==> src/inc/acdo_cfg.svh <==
// Constants for the converter output, mode and power control block
`ifndef ACDO_CFG_SVH
`define ACDO_CFG_SVH

// ----------------------------------------
// Widths
// ----------------------------------------
`define ACDO_W              16
`define ACDO_PAIRS          8
`define ACDO_LATENCY        16
`define ACDO_AW             12
`define ACDO_CTRL_BITS      7
`define ACDO_DRIVE_BITS     12
`define ACDO_STATUS_BITS    6

// ----------------------------------------
// Register offsets and reset values
// ----------------------------------------
`define ACDO_OFS_CTRL       12'h000
`define ACDO_OFS_DRIVE      12'h004
`define ACDO_OFS_STATUS     12'h008
`define ACDO_CTRL_RST       7'h00
`define ACDO_DRIVE_RST      12'h000
`define ACDO_LATCH_PHASE    2'h2

// ----------------------------------------
// Output codes
// ----------------------------------------
`define ACDO_OB_POS         16'hFFFF
`define ACDO_OB_NEG         16'h0000
`define ACDO_TC_POS         16'h7FFF
`define ACDO_TC_NEG         16'h8000
`define ACDO_MSB_FLIP       16'h8000

// ----------------------------------------
// Timing, in ns
// ----------------------------------------
`define ACDO_PCLK_NS        40
`define ACDO_SLEEP_WAKE_NS  60000
`define ACDO_STOP_WAKE_NS   80000
`define ACDO_OE_DDR_NS      700
`define ACDO_OE_CMOS_NS     200
`define ACDO_CLKSTOP_NS     1000

`endif

==> src/inc/acdo_pkg.sv <==
// Types for the converter output, mode and power control block
package acdo_pkg;
`include "acdo_cfg.svh"

	typedef enum logic [1:0]
	{
		PWR_RUN   = 2'b00,
		PWR_SLEEP = 2'b01,
		PWR_STOP  = 2'b10,
		PWR_WAKE  = 2'b11
	} acdo_pwr_t;

	typedef struct packed
	{
		logic [1:0] clock_phase_select;
		logic       twos;
		logic       interface_select_bit;
		logic       noise_shift_enable;
		logic       slow_clock;
		logic       global_sleep_bit;
	} acdo_ctrl_t;

	typedef struct packed
	{
		logic [2:0] clock_pair_termination;
		logic [2:0] data_pair_termination;
		logic       clk_drive_current_boost;
		logic [1:0] clk_drive_current_level;
		logic       data_drive_current_boost;
		logic [1:0] data_drive_current_level;
	} acdo_drive_t;

	typedef struct packed
	{
		logic par_config;
		logic gain_speed;
		logic standby_strap_pin;
		logic oe;
		logic fmt_cmos;
		logic fmt_twos;
		logic latch_strap_pin;
	} acdo_pins_t;

	typedef struct packed
	{
		logic                chop;
		logic                pos;
		logic                neg;
		logic [`ACDO_W-1:0]  word;
	} acdo_smp_t;

	typedef struct packed
	{
		logic        power_down;
		logic        slow_mode;
		logic        noise_shift_enable;
		logic        chop;
		acdo_drive_t drive;
	} acdo_analog_t;

	typedef struct packed
	{
		logic       s1;
		logic       s2;
		logic       s3;
		logic [4:0] cnt;
		logic       stopped;
	} acdo_mon_t;

	typedef struct packed
	{
		acdo_pins_t                        sync1;
		acdo_pins_t                        sync2;
		acdo_ctrl_t                        ctrl;
		acdo_drive_t                       drive;
		acdo_smp_t [`ACDO_LATENCY-1:0]     pipe;
		logic                              chop;
		logic [`ACDO_W-1:0]                word;
		logic                              ovr;
		acdo_pwr_t                         pwr;
		logic [11:0]                       wcnt;
		logic                              oe_prev;
		logic [4:0]                        ocnt;
		logic [3:0]                        ph;
		logic [`ACDO_W-1:0]                pad;
		logic                              pad_oe;
		logic                              fclk;
		logic                              valid;
		logic [31:0]                       rdata;
	} acdo_state_t;

endpackage

==> src/design/acdo_clk_mon.sv <==
// Sample clock synchroniser, edge finder and stopped-clock watch
`timescale 1ns/100ps
`include "acdo_cfg.svh"
module acdo_clk_mon
(
	input  wire logic pclk,
	input  wire logic presetn,
	input  wire logic smp_clk_async,
	output logic      smp_level,
	output logic      smp_rise,
	output logic      clk_stopped
);

	// Least gap that counts as a stopped clock, rounded up
	localparam logic [4:0] STOP_CYC = 5'((`ACDO_CLKSTOP_NS + `ACDO_PCLK_NS - 1) / `ACDO_PCLK_NS);

	acdo_pkg::acdo_mon_t mon_reg;
	acdo_pkg::acdo_mon_t mon_next;

	always_comb
	begin
		mon_next    = mon_reg;
		mon_next.s1 = smp_clk_async;
		mon_next.s2 = mon_reg.s1;
		mon_next.s3 = mon_reg.s2;
		// Full period measured rising to rising, so duty cycle does not matter
		if (mon_reg.s2 && !mon_reg.s3)
			mon_next.cnt = 5'h00;
		else if (mon_reg.cnt != 5'h1F)
			mon_next.cnt = mon_reg.cnt + 5'h01;
		mon_next.stopped = (mon_reg.cnt >= STOP_CYC);
	end

	always_ff @(posedge pclk or negedge presetn)
	begin
		if (!presetn)
			mon_reg <= '0;
		else
			mon_reg <= mon_next;
	end

	assign smp_level   = mon_reg.s2;
	assign smp_rise    = mon_reg.s2 && !mon_reg.s3;
	assign clk_stopped = mon_reg.stopped;

endmodule

==> src/design/acdo_ctrl.sv <==
// Converter output formatting, link drive, mode selection and power control
//
// Overview of operation
// Noise-shift enable chops the input so low-frequency noise moves to Fs/2.
// Normal-rate mode after reset in serial config, or gain/speed strap low.
// Controller picks slow-clock mode below 25 MSPS by bit or strap high.
// Standby strap or sleep bit powers all down; data valid 60 us after wake.
// Output enable low tri-states outputs; valid after 700 ns DDR, 200 ns CMOS.
// Sample clock below 1 MSPS stops the block; valid 80 us after return.
// Outputs a 16-bit word, forwarded clock and out-of-range flag at full scale.
// DDR or parallel single-ended interface by format pin or select bit.
// DDR puts two successive bits on each of eight pairs plus clock pair.
// DDR: even bits at forwarded clock fall, odd bits at its rise.
// Receiver captures on both forwarded clock edges to rebuild sixteen bits.
// Drive current defaults 3.5 mA; 2.5, 4.5, 1.95 mA; optional doubling.
// Drive level and doubling set separately for data and clock buffers.
// Three terminations in any combination, separate for data and clock pairs.
// Single-ended: one pin per bit and clock; data valid at clock rise.
// Forwarded clock position adjustable by latch strap or phase field.
// Two's complement or offset binary by format pin or format bit.
// Positive overdrive gives 0xFFFF offset binary, 0x7FFF two's complement.
// Negative overdrive gives 0x0000 offset binary, 0x8000 two's complement.
// Each sample reaches the outputs sixteen sample clocks after it was taken.
// Out-of-range flag rises and falls with the word it qualifies.
`timescale 1ns/100ps
`include "acdo_cfg.svh"
module acdo_ctrl
(
	input  wire logic                  pclk,
	input  wire logic                  presetn,
	input  wire logic [`ACDO_AW-1:0]   paddr,
	input  wire logic                  psel,
	input  wire logic                  penable,
	input  wire logic                  pwrite,
	input  wire logic [31:0]           pwdata,
	output logic [31:0]                prdata,
	output logic                       pready,
	output logic                       pslverr,
	input  wire logic                  smp_clk_in,
	input  wire logic [`ACDO_W-1:0]    conv_word,
	input  wire logic                  conv_pos_ovr,
	input  wire logic                  conv_neg_ovr,
	input  wire acdo_pkg::acdo_pins_t  pins_async,
	output logic [`ACDO_W-1:0]         pad_data,
	output logic                       pad_data_oe,
	output logic                       forwarded_clock,
	output logic                       forwarded_clock_oe,
	output logic                       out_of_range,
	output logic                       out_of_range_oe,
	output acdo_pkg::acdo_analog_t     analog
);

	localparam logic [11:0] SLEEP_WAKE_CYC = 12'((`ACDO_SLEEP_WAKE_NS + `ACDO_PCLK_NS - 1) / `ACDO_PCLK_NS);
	localparam logic [11:0] STOP_WAKE_CYC  = 12'((`ACDO_STOP_WAKE_NS + `ACDO_PCLK_NS - 1) / `ACDO_PCLK_NS);
	localparam logic [4:0]  OE_DDR_CYC     = 5'((`ACDO_OE_DDR_NS + `ACDO_PCLK_NS - 1) / `ACDO_PCLK_NS);
	localparam logic [4:0]  OE_CMOS_CYC    = 5'((`ACDO_OE_CMOS_NS + `ACDO_PCLK_NS - 1) / `ACDO_PCLK_NS);

	acdo_pkg::acdo_state_t st_reg;
	acdo_pkg::acdo_state_t st_next;

	logic       smp_level;
	logic       smp_rise;
	logic       clk_stopped;
	logic       eff_sleep;
	logic       eff_cmos;
	logic       eff_twos;
	logic [1:0] eff_phase;
	logic       apb_wr;
	logic       apb_setup;
	logic       addr_ok;

	// ----------------------------------------
	// Functions
	// ----------------------------------------
	function automatic logic [`ACDO_PAIRS-1:0] ddr_pick(input logic [`ACDO_W-1:0] w, input logic odd);
		logic [`ACDO_PAIRS-1:0] r;
		r = '0;
		for (int i = 0; i < `ACDO_PAIRS; i++)
			r[i] = w[2*i + (odd ? 1 : 0)];
		return r;
	endfunction

	function automatic logic [`ACDO_W-1:0] fmt_word(input acdo_pkg::acdo_smp_t s, input logic twos);
		logic [`ACDO_W-1:0] ob;
		ob = s.chop ? ~s.word : s.word;
		if (s.pos)
			return twos ? `ACDO_TC_POS : `ACDO_OB_POS;
		else if (s.neg)
			return twos ? `ACDO_TC_NEG : `ACDO_OB_NEG;
		else
			return twos ? (ob ^ `ACDO_MSB_FLIP) : ob;
	endfunction

	acdo_clk_mon u_clk_mon
	(
		.pclk          (pclk),
		.presetn       (presetn),
		.smp_clk_async (smp_clk_in),
		.smp_level     (smp_level),
		.smp_rise      (smp_rise),
		.clk_stopped   (clk_stopped)
	);

	// ----------------------------------------
	// Effective mode: straps in parallel config, registers in serial
	// ----------------------------------------
	always_comb
	begin
		if (st_reg.sync2.par_config)
		begin
			eff_sleep = st_reg.sync2.standby_strap_pin;
			eff_cmos  = st_reg.sync2.fmt_cmos;
			eff_twos  = st_reg.sync2.fmt_twos;
			eff_phase = st_reg.sync2.latch_strap_pin ? `ACDO_LATCH_PHASE : 2'h0;
		end
		else
		begin
			eff_sleep = st_reg.ctrl.global_sleep_bit;
			eff_cmos  = st_reg.ctrl.interface_select_bit;
			eff_twos  = st_reg.ctrl.twos;
			eff_phase = st_reg.ctrl.clock_phase_select;
		end
	end

	assign apb_wr    = psel && penable && pwrite;
	assign apb_setup = psel && !penable;
	assign addr_ok   = (paddr == `ACDO_OFS_CTRL) || (paddr == `ACDO_OFS_DRIVE) || (paddr == `ACDO_OFS_STATUS);

	// ----------------------------------------
	// Next state
	// ----------------------------------------
	always_comb
	begin
		st_next       = st_reg;
		st_next.sync1 = pins_async;
		st_next.sync2 = st_reg.sync1;

		// Registers
		if (apb_wr && paddr == `ACDO_OFS_CTRL)
			st_next.ctrl = acdo_pkg::acdo_ctrl_t'(pwdata[`ACDO_CTRL_BITS-1:0]);
		if (apb_wr && paddr == `ACDO_OFS_DRIVE)
			st_next.drive = acdo_pkg::acdo_drive_t'(pwdata[`ACDO_DRIVE_BITS-1:0]);
		// Read data captured in setup so it stands through the access phase
		if (apb_setup)
		begin
			st_next.rdata = 32'h0000_0000;
			unique case (paddr)
				`ACDO_OFS_CTRL:   st_next.rdata[`ACDO_CTRL_BITS-1:0] = st_reg.ctrl;
				`ACDO_OFS_DRIVE:  st_next.rdata[`ACDO_DRIVE_BITS-1:0] = st_reg.drive;
				`ACDO_OFS_STATUS: st_next.rdata[`ACDO_STATUS_BITS-1:0] = {eff_cmos, analog.slow_mode, st_reg.ovr,
					st_reg.pwr == acdo_pkg::PWR_SLEEP, clk_stopped, st_reg.valid};
				default:          st_next.rdata = 32'h0000_0000;
			endcase
		end

		// Pipeline, one stage per sample clock rise
		if (smp_rise)
		begin
			st_next.chop    = st_reg.ctrl.noise_shift_enable ? !st_reg.chop : 1'b0;
			st_next.pipe[0] = '{chop: st_reg.chop, pos: conv_pos_ovr, neg: conv_neg_ovr, word: conv_word};
			for (int i = 1; i < `ACDO_LATENCY; i++)
				st_next.pipe[i] = st_reg.pipe[i-1];
			st_next.word = fmt_word(st_reg.pipe[`ACDO_LATENCY-1], eff_twos);
			st_next.ovr  = st_reg.pipe[`ACDO_LATENCY-1].pos || st_reg.pipe[`ACDO_LATENCY-1].neg;
		end

		// Power state
		unique case (st_reg.pwr)
			acdo_pkg::PWR_RUN:
				if (eff_sleep)
					st_next.pwr = acdo_pkg::PWR_SLEEP;
				else if (clk_stopped)
					st_next.pwr = acdo_pkg::PWR_STOP;
			acdo_pkg::PWR_SLEEP:
				if (!eff_sleep)
				begin
					st_next.pwr  = acdo_pkg::PWR_WAKE;
					st_next.wcnt = SLEEP_WAKE_CYC;
				end
			acdo_pkg::PWR_STOP:
				if (eff_sleep)
					st_next.pwr = acdo_pkg::PWR_SLEEP;
				else if (!clk_stopped)
				begin
					st_next.pwr  = acdo_pkg::PWR_WAKE;
					st_next.wcnt = STOP_WAKE_CYC;
				end
			acdo_pkg::PWR_WAKE:
				if (eff_sleep)
					st_next.pwr = acdo_pkg::PWR_SLEEP;
				else if (clk_stopped)
					st_next.pwr = acdo_pkg::PWR_STOP;
				else if (st_reg.wcnt <= 12'h001)
					st_next.pwr = acdo_pkg::PWR_RUN;
				else
					st_next.wcnt = st_reg.wcnt - 12'h001;
		endcase

		// Output enable recovery time depends on the interface in use
		st_next.oe_prev = st_reg.sync2.oe;
		if (st_reg.sync2.oe && !st_reg.oe_prev)
			st_next.ocnt = eff_cmos ? OE_CMOS_CYC : OE_DDR_CYC;
		else if (st_reg.ocnt != 5'h00)
			st_next.ocnt = st_reg.ocnt - 5'h01;

		// Next count, so the cycle that sees the enable rise stays invalid
		st_next.valid = (st_reg.pwr == acdo_pkg::PWR_RUN) && st_reg.sync2.oe && (st_next.ocnt == 5'h00);

		// Pads: ph[0] lines up with the word register
		st_next.ph     = {st_reg.ph[2:0], smp_level};
		st_next.pad_oe = st_reg.sync2.oe && (st_reg.pwr != acdo_pkg::PWR_SLEEP);
		if (!st_reg.valid)
			st_next.pad = '0;
		else if (eff_cmos)
			st_next.pad = st_reg.word;
		else
			st_next.pad = {{(`ACDO_W-`ACDO_PAIRS){1'b0}}, ddr_pick(st_reg.word, st_reg.ph[0])};
		// Single-ended clock is inverted so its rise falls mid-word
		st_next.fclk = eff_cmos ? !st_reg.ph[eff_phase] : st_reg.ph[eff_phase];
	end

	always_ff @(posedge pclk or negedge presetn)
	begin
		if (!presetn)
		begin
			st_reg       <= '0;
			st_reg.ctrl  <= acdo_pkg::acdo_ctrl_t'(`ACDO_CTRL_RST);
			st_reg.drive <= acdo_pkg::acdo_drive_t'(`ACDO_DRIVE_RST);
			st_reg.pwr   <= acdo_pkg::PWR_RUN;
		end
		else
			st_reg <= st_next;
	end

	// ----------------------------------------
	// Outputs
	// ----------------------------------------
	assign prdata             = st_reg.rdata;
	assign pready             = 1'b1;
	assign pslverr            = psel && penable && (!addr_ok || (pwrite && paddr == `ACDO_OFS_STATUS));
	assign pad_data           = st_reg.pad;
	assign pad_data_oe        = st_reg.pad_oe;
	assign forwarded_clock    = st_reg.fclk;
	assign forwarded_clock_oe = st_reg.pad_oe;
	assign out_of_range       = st_reg.ovr && st_reg.valid;
	assign out_of_range_oe    = st_reg.pad_oe;

	always_comb
	begin
		analog.power_down         = (st_reg.pwr == acdo_pkg::PWR_SLEEP);
		// Slow mode requested by the controller below 25 MSPS
		analog.slow_mode          = st_reg.sync2.par_config ? st_reg.sync2.gain_speed : st_reg.ctrl.slow_clock;
		analog.noise_shift_enable = st_reg.ctrl.noise_shift_enable;
		analog.chop               = st_reg.chop;
		analog.drive              = st_reg.drive;
	end
endmodule

==> config.mk <==
export PLATFORM = sky130hd
export DESIGN_NAME = acdo_ctrl
export DESIGN_NICKNAME = d
export VERILOG_FILES = /design/src/inc/acdo_pkg.sv /design/src/design/acdo_clk_mon.sv /design/src/design/acdo_ctrl.sv
export VERILOG_INCLUDE_DIRS = /design/src /design/src/inc
export SDC_FILE = /design/constraint.sdc
export NUM_CORES = 1
export LEC_CHECK = 0
export ABC_AREA = 0
export BUFFER_PORTS_ARGS = -buffer_cell sky130_fd_sc_hd__buf_2
export CORE_MARGIN = 4
export CORE_UTILIZATION = 55
export DETAILED_ROUTE_END_ITERATION = 8
export PLACE_DENSITY = 0.75
export SETUP_SLACK_MARGIN = 0.5
export SLEW_MARGIN = 15
export SYNTH_ARGS = -nofsm -noshare
export SYNTH_HDL_FRONTEND = slang
export SYNTH_SLANG_ARGS = --single-unit
==> constraint.sdc <==
create_clock -name pclk -period 2.3 [get_ports pclk]
set_input_delay 0.23 -clock pclk [delete_from_list [all_inputs] [get_ports pclk]]
set_output_delay 0.23 -clock pclk [all_outputs]
set_load 0.005 [all_outputs]
==> results of run 1 <==
==> logic make-up (layout without fill, tap and decap cells) <==
logic type / after synthesis / after routing / synth area share [%]
buffers and inverters: 167 / 275 / 5.21
AOI/OAI and AO/OA: 81 / 81 / 3.38
xor gates and xnor gates: 27 / 27 / 1.40
other: 2 / 21 / 0.0444
and+or+nand+nor: 1078 / 1078 / 25.0
DFF: 418 / 418 / 61.9
adders and majority gates: 6 / 6 / 0.444
muxes: 41 / 41 / 2.61
==> per-stage QoR <==
stage               area [µm²]  setup WS (ns)  total power, µW  instances
floorplan                17000          0.308            10700       1839
global placement         17600          0.223            11200       2210
detailed placement       17600          0.185            11300       2210
CTS                      19400          0.360            18000       2332
global route             19500          0.274            18900       2337
finish                   19500          0.332            17900       2337
==> layer usage <==
| metal | vias up | GRT usage [%] |
|---|---|---|
| li1 | 5783 | - |
| met5 | - | 0 |
| met3 | 69 | 2.82 |
| met1 | 5558 | 26.2 |
| met2 | 171 | 30.3 |
| met4 | 0 | 5.45 |
==> critical path: stages (launching register included) <==
cell	delay, ns
dfrtp_1	0.39
or4_4	0.54
nor4b_4	0.29
buf_4	0.18
a21o_4	0.17
a22oi_2	0.09
o2bb2a_4	0.20
==> Yosys cell counts, drive strengths merged, types with 3 or more instances <==
| library cell | n | share of area (%) |
|---|---|---|
| a21boi | 3 | 0.13 |
| a21oi | 10 | 0.30 |
| a22o | 10 | 0.52 |
| and3 | 10 | 0.37 |
| buf | 69 | 3.0 |
| clkbuf | 87 | 1.9 |
| dfrtp | 418 | 62 |
| ha | 6 | 0.44 |
| inv | 11 | 0.24 |
| mux2 | 22 | 1.5 |
| mux2i | 19 | 1.1 |
| nand2 | 980 | 22 |
| nand2b | 7 | 0.26 |
| nand3 | 9 | 0.27 |
| nor2 | 34 | 0.76 |
| nor2b | 9 | 0.33 |
| nor3 | 8 | 0.30 |
| nor4 | 7 | 0.26 |
| o211a | 7 | 0.41 |
| o21ai | 31 | 0.92 |
| o31ai | 3 | 0.13 |
| or3 | 4 | 0.15 |
| xnor2 | 25 | 1.3 |
==> timing repair <==
action,CTS,global route
hold buffers,40,0
endpoints found under the hold margin,109,0
setup buffers,8,5
gates resized for setup,10,22
pin swaps,11,12
cloned,0,0
setup endpoints to repair,16,18
==> worst max path at each step <==
stage               depth (start not counted)                     end  slack [ns]
floorplan                                   6  st_reg[72]$_DFFE_PN0P_        0.31
global placement                            5  st_reg[70]$_DFFE_PN0P_        0.22
detailed placement                          5  st_reg[70]$_DFFE_PN0P_        0.19
CTS                                         5  st_reg[72]$_DFFE_PN0P_        0.36
global route                                6  st_reg[70]$_DFFE_PN0P_        0.27
finish                                      6  st_reg[70]$_DFFE_PN0P_        0.33
==> power by group <==
group | switching, µW | internal, µW
sequential | 760 | 8530
combinational | 1240 | 931
clock | 2680 | 3800
==> layout by cell type, fill, tap and decap left out, drive strengths merged, types with 2 or more instances in the layout <==
master and count:
nand2 980, dfrtp 418, buf 150, clkbuf 66
dlygate4sd3 40, nor2 34, o21ai 31, xnor2 25
mux2 22, conb 21, mux2i 19, inv 13
and3 10, a22o 10, a21oi 10, nand3 9
nor2b 9, nor3 8, o211a 7, nor4 7
nand2b 7, ha 6, clkinv 5, or3 4
a21boi 3, o31ai 3, a211oi 2, o31a 2
o221ai 2, xor2 2, nand4 2, a2111oi 2
and2 2, or4 2
==> cell type report <==
cell class / instances / area [µm²]
Sequential cell: 418 / 10500
Inverter: 11 / 41.3
Tap cell: 390 / 488
Timing Repair Buffer: 190 / 1430
Multi-Input combinational cell: 1254 / 5790
Fill cell: 2365 / 10400
Clock buffer: 66 / 1270
Clock inverter: 8 / 61.3
==> flow_metrics.tcl, run 1 <==
set metrics [dict create \
    status "finished, final reports clean" \
    rows 63 \
    syn_inst 1820 \
    largest_register_ffs 355 \
    die_x_um 183 \
    clkTransAtPathRegs_ns 0.06 \
    port_buffers 104 \
    hold_path_startpoint "paddr[11]" \
    min_to "prdata[6]$_DFFE_PN0P_" \
    ys_seq_elements 418 \
    ir_drop_v 0.000678 \
    utilization_pct 65.3 \
    vias_per_cell 4.96 \
    core_area_um2 30000 \
    criticalPathCategory "flip-flop to flip-flop" \
    die_h_um 183 \
    min_path_type "primary input to flip-flop" \
    path_max_fanout 6 \
    start_kind "flip-flop" \
    route.layer.met1.wl_um 14000 \
    pwr_density_cell_nw_per_um2 917 \
    grt_pass1_wl_um 53800 \
    clock_sinks 418 \
    cts_buffers 42 \
    drc 0 \
    slew_headroom_pct 48.0 \
    cp-end-kind "flip-flop" \
    wl_met3_um 1040 \
    drtIter0Drc 922 \
    synth_edf_count 0 \
    syn_avg_cell_area_um2 9.28 \
    ys.flop_type "dfrtp_1" \
    antenna_found_initial 0 \
    cp_data_required_time_ns 2.72 \
    syn-cell-area_um2 16900 \
    h-tree-depth 2 \
    grt.overflow.total 0 \
    min_period_ns 1.97 \
    final_hold_viol_count 0 \
    rr_endpoint "st_reg[70]$_DFFE_PN0P_" \
    r2r_slack_ns 0.33 \
    min_path_cells 5 \
    num_vias 11600 \
    final.setup.tns_ns 0 \
    r2r_start "st_reg[67]$_DFFE_PN0P_" \
    start_util_pct 56.4 \
    drt_pass1_iterations 5 \
    p_leak_uw 0.0108 \
    diodes 0 \
    nets 1998 \
    finalCritPeriodShare_pct 85.6 \
    worstMarginPinSlew_ns 0.775 \
    clk_path_buf_depth 3 \
    route.top_layer_used "met4" \
    arrival_ns 2.39 \
    synth_warnings 0 \
    grt_max_degree 143 \
    io_pins 146 \
    drt_wl_total_um 30500 \
    finalClockSkew_ns 0.0162 \
    finalSetupViolCount 0 \
    clock_latency_ns 0.53 \
    antenna_left 0 \
    grt_pass1_vias 11600 \
    dpl.hpwl_um 18000 \
    drv_slew 0 \
    fin_worst_hold_slack_ns 0.198 \
    ys_types 53 \
    layout-drive-gt1-share_pct 13.8 \
    ys_seq_area_share_pct 61.9 \
    die_area_um2 33600 \
    crit_path_start "st_reg[67]$_DFFE_PN0P_" \
    maxClockFrequency_mhz 508 \
    syn2layout_area_growth_pct 15.7 \
    ff2ff_path_depth 6 \
    avgRoutedWirePerCell_um 13.0 \
    track_usage_pct 18.6 \
    async_reset_ff_share_pct 100 \
    max-cap-violations 0 \
    wl_met2_um 14700 \
    cts_root_buffer "clkbuf_16" \
    rsz0062_at_grt "true" \
    gp_congestion 0.818 \
    cts_tree "done" \
]
(Power assumes the default switching activity.)
==> run 2, diff against run 1 <==
--- a/config.mk
+++ b/config.mk
@@ -8,10 +8,9 @@
 export LEC_CHECK = 0
 export ABC_AREA = 0
 export BUFFER_PORTS_ARGS = -buffer_cell sky130_fd_sc_hd__buf_2
-export CORE_MARGIN = 4
-export CORE_UTILIZATION = 55
+export CORE_UTILIZATION = 50
 export DETAILED_ROUTE_END_ITERATION = 8
-export PLACE_DENSITY = 0.75
+export PLACE_DENSITY = 0.7
 export SETUP_SLACK_MARGIN = 0.5
 export SLEW_MARGIN = 15
 export SYNTH_ARGS = -nofsm -noshare
==> constraint.sdc (replaced) <==
create_clock -name pclk -period 2.3 [get_ports pclk]
set_input_delay 0.46 -clock pclk [delete_from_list [all_inputs] [get_ports pclk]]
set_output_delay 0.46 -clock pclk [all_outputs]
set_load 0.005 [all_outputs]
==> run 2 against run 1 <==
  * Worst setup slack worse by 0.021 ns
  * Flip-flop and latch count unchanged
  * Global-route usage decreased by 0.87 points
  * Largest power group unchanged
  * Sequential share of layout area decreased by 0.29 points
  * Largest cell class unchanged
  * Highest routed layer unchanged
  * Sequential power about the same
  * Register-to-register slack got worse by 0.02 ns
  * Non-clock buffer count decreased by 28
  * Fmax fell by 1.1%
==> flow_metrics.tcl, run 2 (synthesis results as in run 1) <==
set metrics [dict create \
    rsz0062_at_grt "true" \
    final_common_cell "nand2_1" \
    grt_max_degree 135 \
    drt_pass1_iterations 5 \
    start_kind "flip-flop" \
    track_usage_pct 17.7 \
    max_stage_delay_ns 0.40 \
    dp_cells 2260 \
    avgRoutedWirePerCell_um 12.7 \
    path_max_fanout 6 \
    finalCritPeriodShare_pct 86.5 \
    layout_common_cells "nand2_1 (979), dfrtp_1 (416), buf_2 (102), clkbuf_16 (44), buf_4 (35)" \
    clkTransAtPathRegs_ns 0.06 \
    status "finished, final reports clean" \
    port_buffers 104 \
    fin_cells 2364 \
    drv_slew 0 \
    min_path_type "primary input to flip-flop" \
    die_h_um 186 \
    min_period_ns 1.99 \
    finalSetupViolCount 0 \
    clockPowerShare_pct 39.0 \
    ir_drop_v 0.000578 \
    largest_register_ffs 355 \
    drt_wl_total_um 30100 \
    crit_chain "inv_1, ha_4, nor2_4, nor4b_4, buf_6, or3_4, o31a_1, o21a_1" \
    clock_latency_ns 0.53 \
    cts_buffers 43 \
    layout-drive-gt1-share_pct 15.5 \
    dpl.hpwl_um 17600 \
    grt_pass1_wl_um 51000 \
    pwr_density_cell_nw_per_um2 959 \
    vias_per_cell 4.85 \
    p_sw_uw 4800 \
    final.setup.tns_ns 0 \
    drc 0 \
    start_util_pct 51.4 \
    cts_tree "done" \
    die_area_um2 34500 \
    swShare_pct 25.5 \
    seqCellArea_um2 10500 \
    criticalPathCategory "flip-flop to flip-flop" \
    antenna_left 0 \
    maxClockFrequency_mhz 503 \
    cp-end-kind "flip-flop" \
    fin_worst_hold_slack_ns 0.0251 \
    max-cap-violations 0 \
    worstMarginPinSlew_ns 0.813 \
    cts_root_buffer "clkbuf_16" \
    grt_pass1_vias 10800 \
    grt.overflow.total 0 \
    drtIter0Drc 756 \
    clock_sinks 418 \
    finalClockSkew_ns 0.0215 \
    cp_data_required_time_ns 2.72 \
    nets 1971 \
    fill_cells 2829 \
    utilization_pct 59.8 \
    arrival_ns 2.41 \
    rows 66 \
    antenna_found_initial 0 \
    final_hold_viol_count 0 \
    pwr-share-seq_pct 49.2 \
    num_vias 11500 \
    h-tree-depth 2 \
    diodes 0 \
    pwr-share-comb_pct 11.9 \
    io_pins 146 \
    slew_headroom_pct 45.8 \
    p_leak_uw 0.0108 \
    syn2layout_area_growth_pct 16.3 \
    die_x_um 186 \
    crit_slowest_cell "dfrtp_1" \
    intPower_uw 14100 \
    gp_congestion 0.813 \
    core_area_um2 32900 \
    clk_path_buf_depth 3 \
    multiInputGateArea_um2 5870 \
]
-- run 2: cell types whose count changed in the layout (fill, tap and decap cells not counted), sizes merged --
cell         before  now
dlygate4sd3      40    1
clkbuf           66   57
clkinv            5   10
buf             150  161
inv              13   12
clkinvlp          1    3
bufinv            0    6
-- run 2: worst paths after layout --
kind	startpoint	to	slack (ns)	cells after the start
worst max-delay path	st_reg[61]$_DFFE_PN0P_	st_reg[72]$_DFFE_PN0P_	0.31	8
worst min-delay path	pins_async[4]	st_next[420]$_DFF_PN0_	0.03	1
worst min register to register	u_clk_mon.mon_next[7]$_DFF_PN0_	u_clk_mon.smp_level$_DFF_PN0_	0.35	0
min in group asynchronous	presetn	st_reg[64]$_DFFE_PN0P_	0.46	2
max in group asynchronous	presetn	st_reg[130]$_DFFE_PN0P_	1.09	3
worst max register to register	st_reg[61]$_DFFE_PN0P_	st_reg[72]$_DFFE_PN0P_	0.31	8
-- run 2: area by class of cell --
cell class | count | area share (%)
flip-flops and latches | 418 | 53.2
repair buffers | 162 | 6.00
multi-input cells | 1254 | 29.9
clock buffers | 57 | 6.46
clock inverters | 20 | 1.41
inverters | 11 | 0.210
well taps | 442 | 2.81
-- run 2: through the flow --
step / setup slack [ns] / area (µm²) / power, µW
floorplan: 0.308 / 17000 / 10700
global placement: 0.165 / 17700 / 11200
detailed placement: 0.121 / 17700 / 11300
CTS: 0.325 / 19500 / 18900
global route: 0.263 / 19700 / 19900
finish: 0.311 / 19700 / 18900
-- run 2: per-layer routing --
metal  vias up  share of wire [%]  global-route usage, %
met5         -                  0                      0
met4         0                1.7                   4.92
met3        41                3.0                   2.62
met2       176                 48                   28.8
met1      5533                 47                   24.8
li1       5727                  -                      -
-- run 2: power by group through the flow --
stage               registers, µW  logic, µW  clock network [µW]
CTS                          9260       2060                7540
global placement             9320       1880                   0
floorplan                    9170       1490                   0
global route                 9430       2590                7840
finish                       9270       2230                7350
detailed placement           9370       1980                   0
-- run 2: critical path, delay by kind of cell (launching register included) --
kind,cells,cell delay [ns]
adders and majority gates,1,0.19
DFF,1,0.40
and+or+nand+nor,3,0.56
buffers and inverters,2,0.24
AOI/OAI and AO/OA,2,0.47
-- run 2: timing repair --
action                                  in CTS  in global routing
endpoints found under the setup margin      18                 19
pin swaps                                   19                 18
setup buffers                               13                 13
hold endpoints to repair                    42                  0
hold buffers                                 1                  0
gates resized for setup                     27                 22
cloned                                       0                  0
==> run 3, diff against run 2 <==
--- a/config.mk
+++ b/config.mk
@@ -11,6 +11,7 @@
 export CORE_UTILIZATION = 50
 export DETAILED_ROUTE_END_ITERATION = 8
 export PLACE_DENSITY = 0.7
+export REMOVE_ABC_BUFFERS = 1
 export SETUP_SLACK_MARGIN = 0.5
 export SLEW_MARGIN = 15
 export SYNTH_ARGS = -nofsm -noshare
==> run 3 against run 2 <==
  * Via count down 0.55%
  * Sequential power about the same
  * Worst setup slack better by 0.0090 ns
  * Critical path depth down 2
  * Global-route usage up 0.13 points
  * Wire length down 1.1%
  * Clock power down 6.9%
  * Register-to-register slack about the same
  * Hold slack better by 0.016 ns
  * Count of clock-buffer cells in the layout up 9
  * Combinational power down 3%
  * Highest routed layer unchanged
  * Final area down 0.57%
  * Critical endpoint is now st_reg[66]$_DFFE_PN0P_
==> flow_metrics.tcl, run 3 (synthesis results as in run 1) <==
set metrics [dict create \
    status "finished, final reports clean" \
    post_dp_cell_area_um2 17700 \
    vias_per_cell 4.83 \
    antenna_found_initial 0 \
    dpl.hpwl_um 17700 \
    nets 1973 \
    clkTransAtPathRegs_ns 0.06 \
    finalClockSkew_ns 0.0109 \
    rows 66 \
    start_kind "flip-flop" \
    min_path_cells 1 \
    final_hold_viol_count 0 \
    track_usage_pct 17.8 \
    path_max_fanout 6 \
    final_common_cell "nand2_1" \
    drv_slew 0 \
    criticalPathCategory "flip-flop to flip-flop" \
    fin_cells 2363 \
    die_h_um 186 \
    crit_chain "mux2_4, a211o_4, buf_4, a21o_4, o41ai_1, a21boi_1" \
    gp_congestion 0.781 \
    port_buffers 104 \
    grt_pass1_wl_um 51200 \
    start_util_pct 51.4 \
    h-tree-depth 2 \
    die_area_um2 34500 \
    cp_data_required_time_ns 2.69 \
    rr_endpoint "st_reg[66]$_DFFE_PN0P_" \
    final.setup.tns_ns 0 \
    core_area_um2 32900 \
    arrival_ns 2.37 \
    io_pins 146 \
    final_area_um2 19500 \
    fill_cells 2819 \
    slew_headroom_pct 55.8 \
    drt_wl_total_um 29700 \
    hold_path_startpoint "pins_async[5]" \
    largest_register_ffs 355 \
    min_period_ns 1.98 \
    clk_path_buf_depth 3 \
    fin_ws_ns 0.320 \
    dp_worst_setup_slack_ns 0.0383 \
    die_x_um 186 \
    cts_root_buffer "clkbuf_16" \
    clock_latency_ns 0.52 \
    drc 0 \
    clock_sinks 418 \
    maxClockFrequency_mhz 505 \
    cts_buffers 44 \
    cp-end-kind "flip-flop" \
    grt.overflow.total 0 \
    r2r_slack_ns 0.32 \
    dp_cells 2266 \
    num_vias 11400 \
    crit_slowest_cell "dfrtp_1" \
    grt_pass1_vias 10700 \
    worstMarginPinSlew_ns 0.662 \
    drt_pass1_iterations 5 \
    diodes 0 \
    p_leak_uw 0.0108 \
    critPathTopFamily "compound AO/OA/AOI/OAI gates" \
    antenna_left 0 \
    syn2layout_area_growth_pct 15.6 \
    max-cap-violations 0 \
    rsz0062_at_grt "true" \
    ff2ff_path_depth 6 \
    finalCritPeriodShare_pct 86.1 \
    pwr_density_cell_nw_per_um2 934 \
    max_stage_delay_ns 0.40 \
    finalSetupViolCount 0 \
    ir_drop_v 0.000575 \
    layout-drive-gt1-share_pct 14.9 \
    min_to "st_next[421]$_DFF_PN0_" \
    drtIter0Drc 757 \
    grt_max_degree 66 \
    layout_common_cells "nand2_1 (979), dfrtp_1 (415), buf_2 (99), clkbuf_16 (46), buf_4 (39)" \
    cts_tree "done" \
    avgRoutedWirePerCell_um 12.6 \
    r2r_start "st_reg[422]$_DFF_PN0_" \
    crit_buf_inv 1 \
    min_path_type "primary input to flip-flop" \
]
-- run 3: cell count changes in the layout (fill, tap and decap cells not counted), moves of 2 or more --
cell | previous run | this run
clkbuf_1 | 1 | 12
buf_4 | 35 | 39
bufinv_16 | 6 | 2
clkbuf_8 | 12 | 8
clkinv_2 | 8 | 4
buf_2 | 102 | 99
buf_12 | 14 | 16
buf_6 | 9 | 7
clkbuf_16 | 44 | 46
clkinvlp_4 | 3 | 1
-- run 3: final cells by class --
| class | count | area (µm²) | share of cell area, % |
|---|---|---|---|
| clock buffer | 66 | 1310 | 6.69 |
| inverter | 11 | 41.3 | 0.211 |
| multi-input combinational | 1254 | 5850 | 29.9 |
| clock inverter | 9 | 113 | 0.576 |
| timing repair buffer | 163 | 1210 | 6.21 |
| tap | 442 | 553 | 2.83 |
| sequential | 418 | 10500 | 53.6 |
-- run 3: report_power, final --
| group | internal (µW) | switching (µW) |
|---|---|---|
| combinational | 910 | 1250 |
| clock | 4130 | 2700 |
| sequential | 8530 | 728 |
| total | 13600 | 4680 |
-- run 3: worst max-delay path by stage --
stage,startpoint,endpoint,slack [ns],cells after the start
finish,st_reg[422]$_DFF_PN0_,st_reg[66]$_DFFE_PN0P_,0.32,6
global route,st_reg[65]$_DFFE_PN0P_,st_reg[70]$_DFFE_PN0P_,0.27,5
CTS,st_reg[68]$_DFFE_PN0P_,st_reg[63]$_DFFE_PN0P_,0.35,6
detailed placement,paddr[5],analog[10]$_DFFE_PN0P_,0.04,7
global placement,paddr[5],analog[10]$_DFFE_PN0P_,0.03,7
floorplan,st_next[52]$_DFF_PN0_,st_reg[75]$_DFFE_PN0P_,-9.51,3
-- run 3: what timing repair did --
action,4_1_cts,5_1_grt
endpoints found under the setup margin,19,18
pin swaps,15,15
hold buffers,1,0
gates resized for setup,32,24
hold endpoints to repair,42,0
setup buffers,16,5
-- run 3: routing by layer --
metal | wire length, µm | vias to the layer above | GRT usage, %
li1 | - | 5723 | -
met1 | 14300 | 5396 | 25.4
met2 | 13600 | 249 | 28.5
met3 | 1370 | 46 | 2.68
met4 | 541 | 0 | 4.75
met5 | 0 | - | 0
-- run 3: per-stage QoR --
stage | power, µW | hold WS (ns) | util [%]
after CTS | 18300 | 0.0209 | 59.0
final | 18300 | 0.0415 | 59.4
after global routing | 19300 | 0.0206 | 59.4
after detailed placement | 11300 | 0.336 | 53.9
after global placement | 11200 | 0.335 | 53.9
after floorplan | 10600 | 0.164 | -
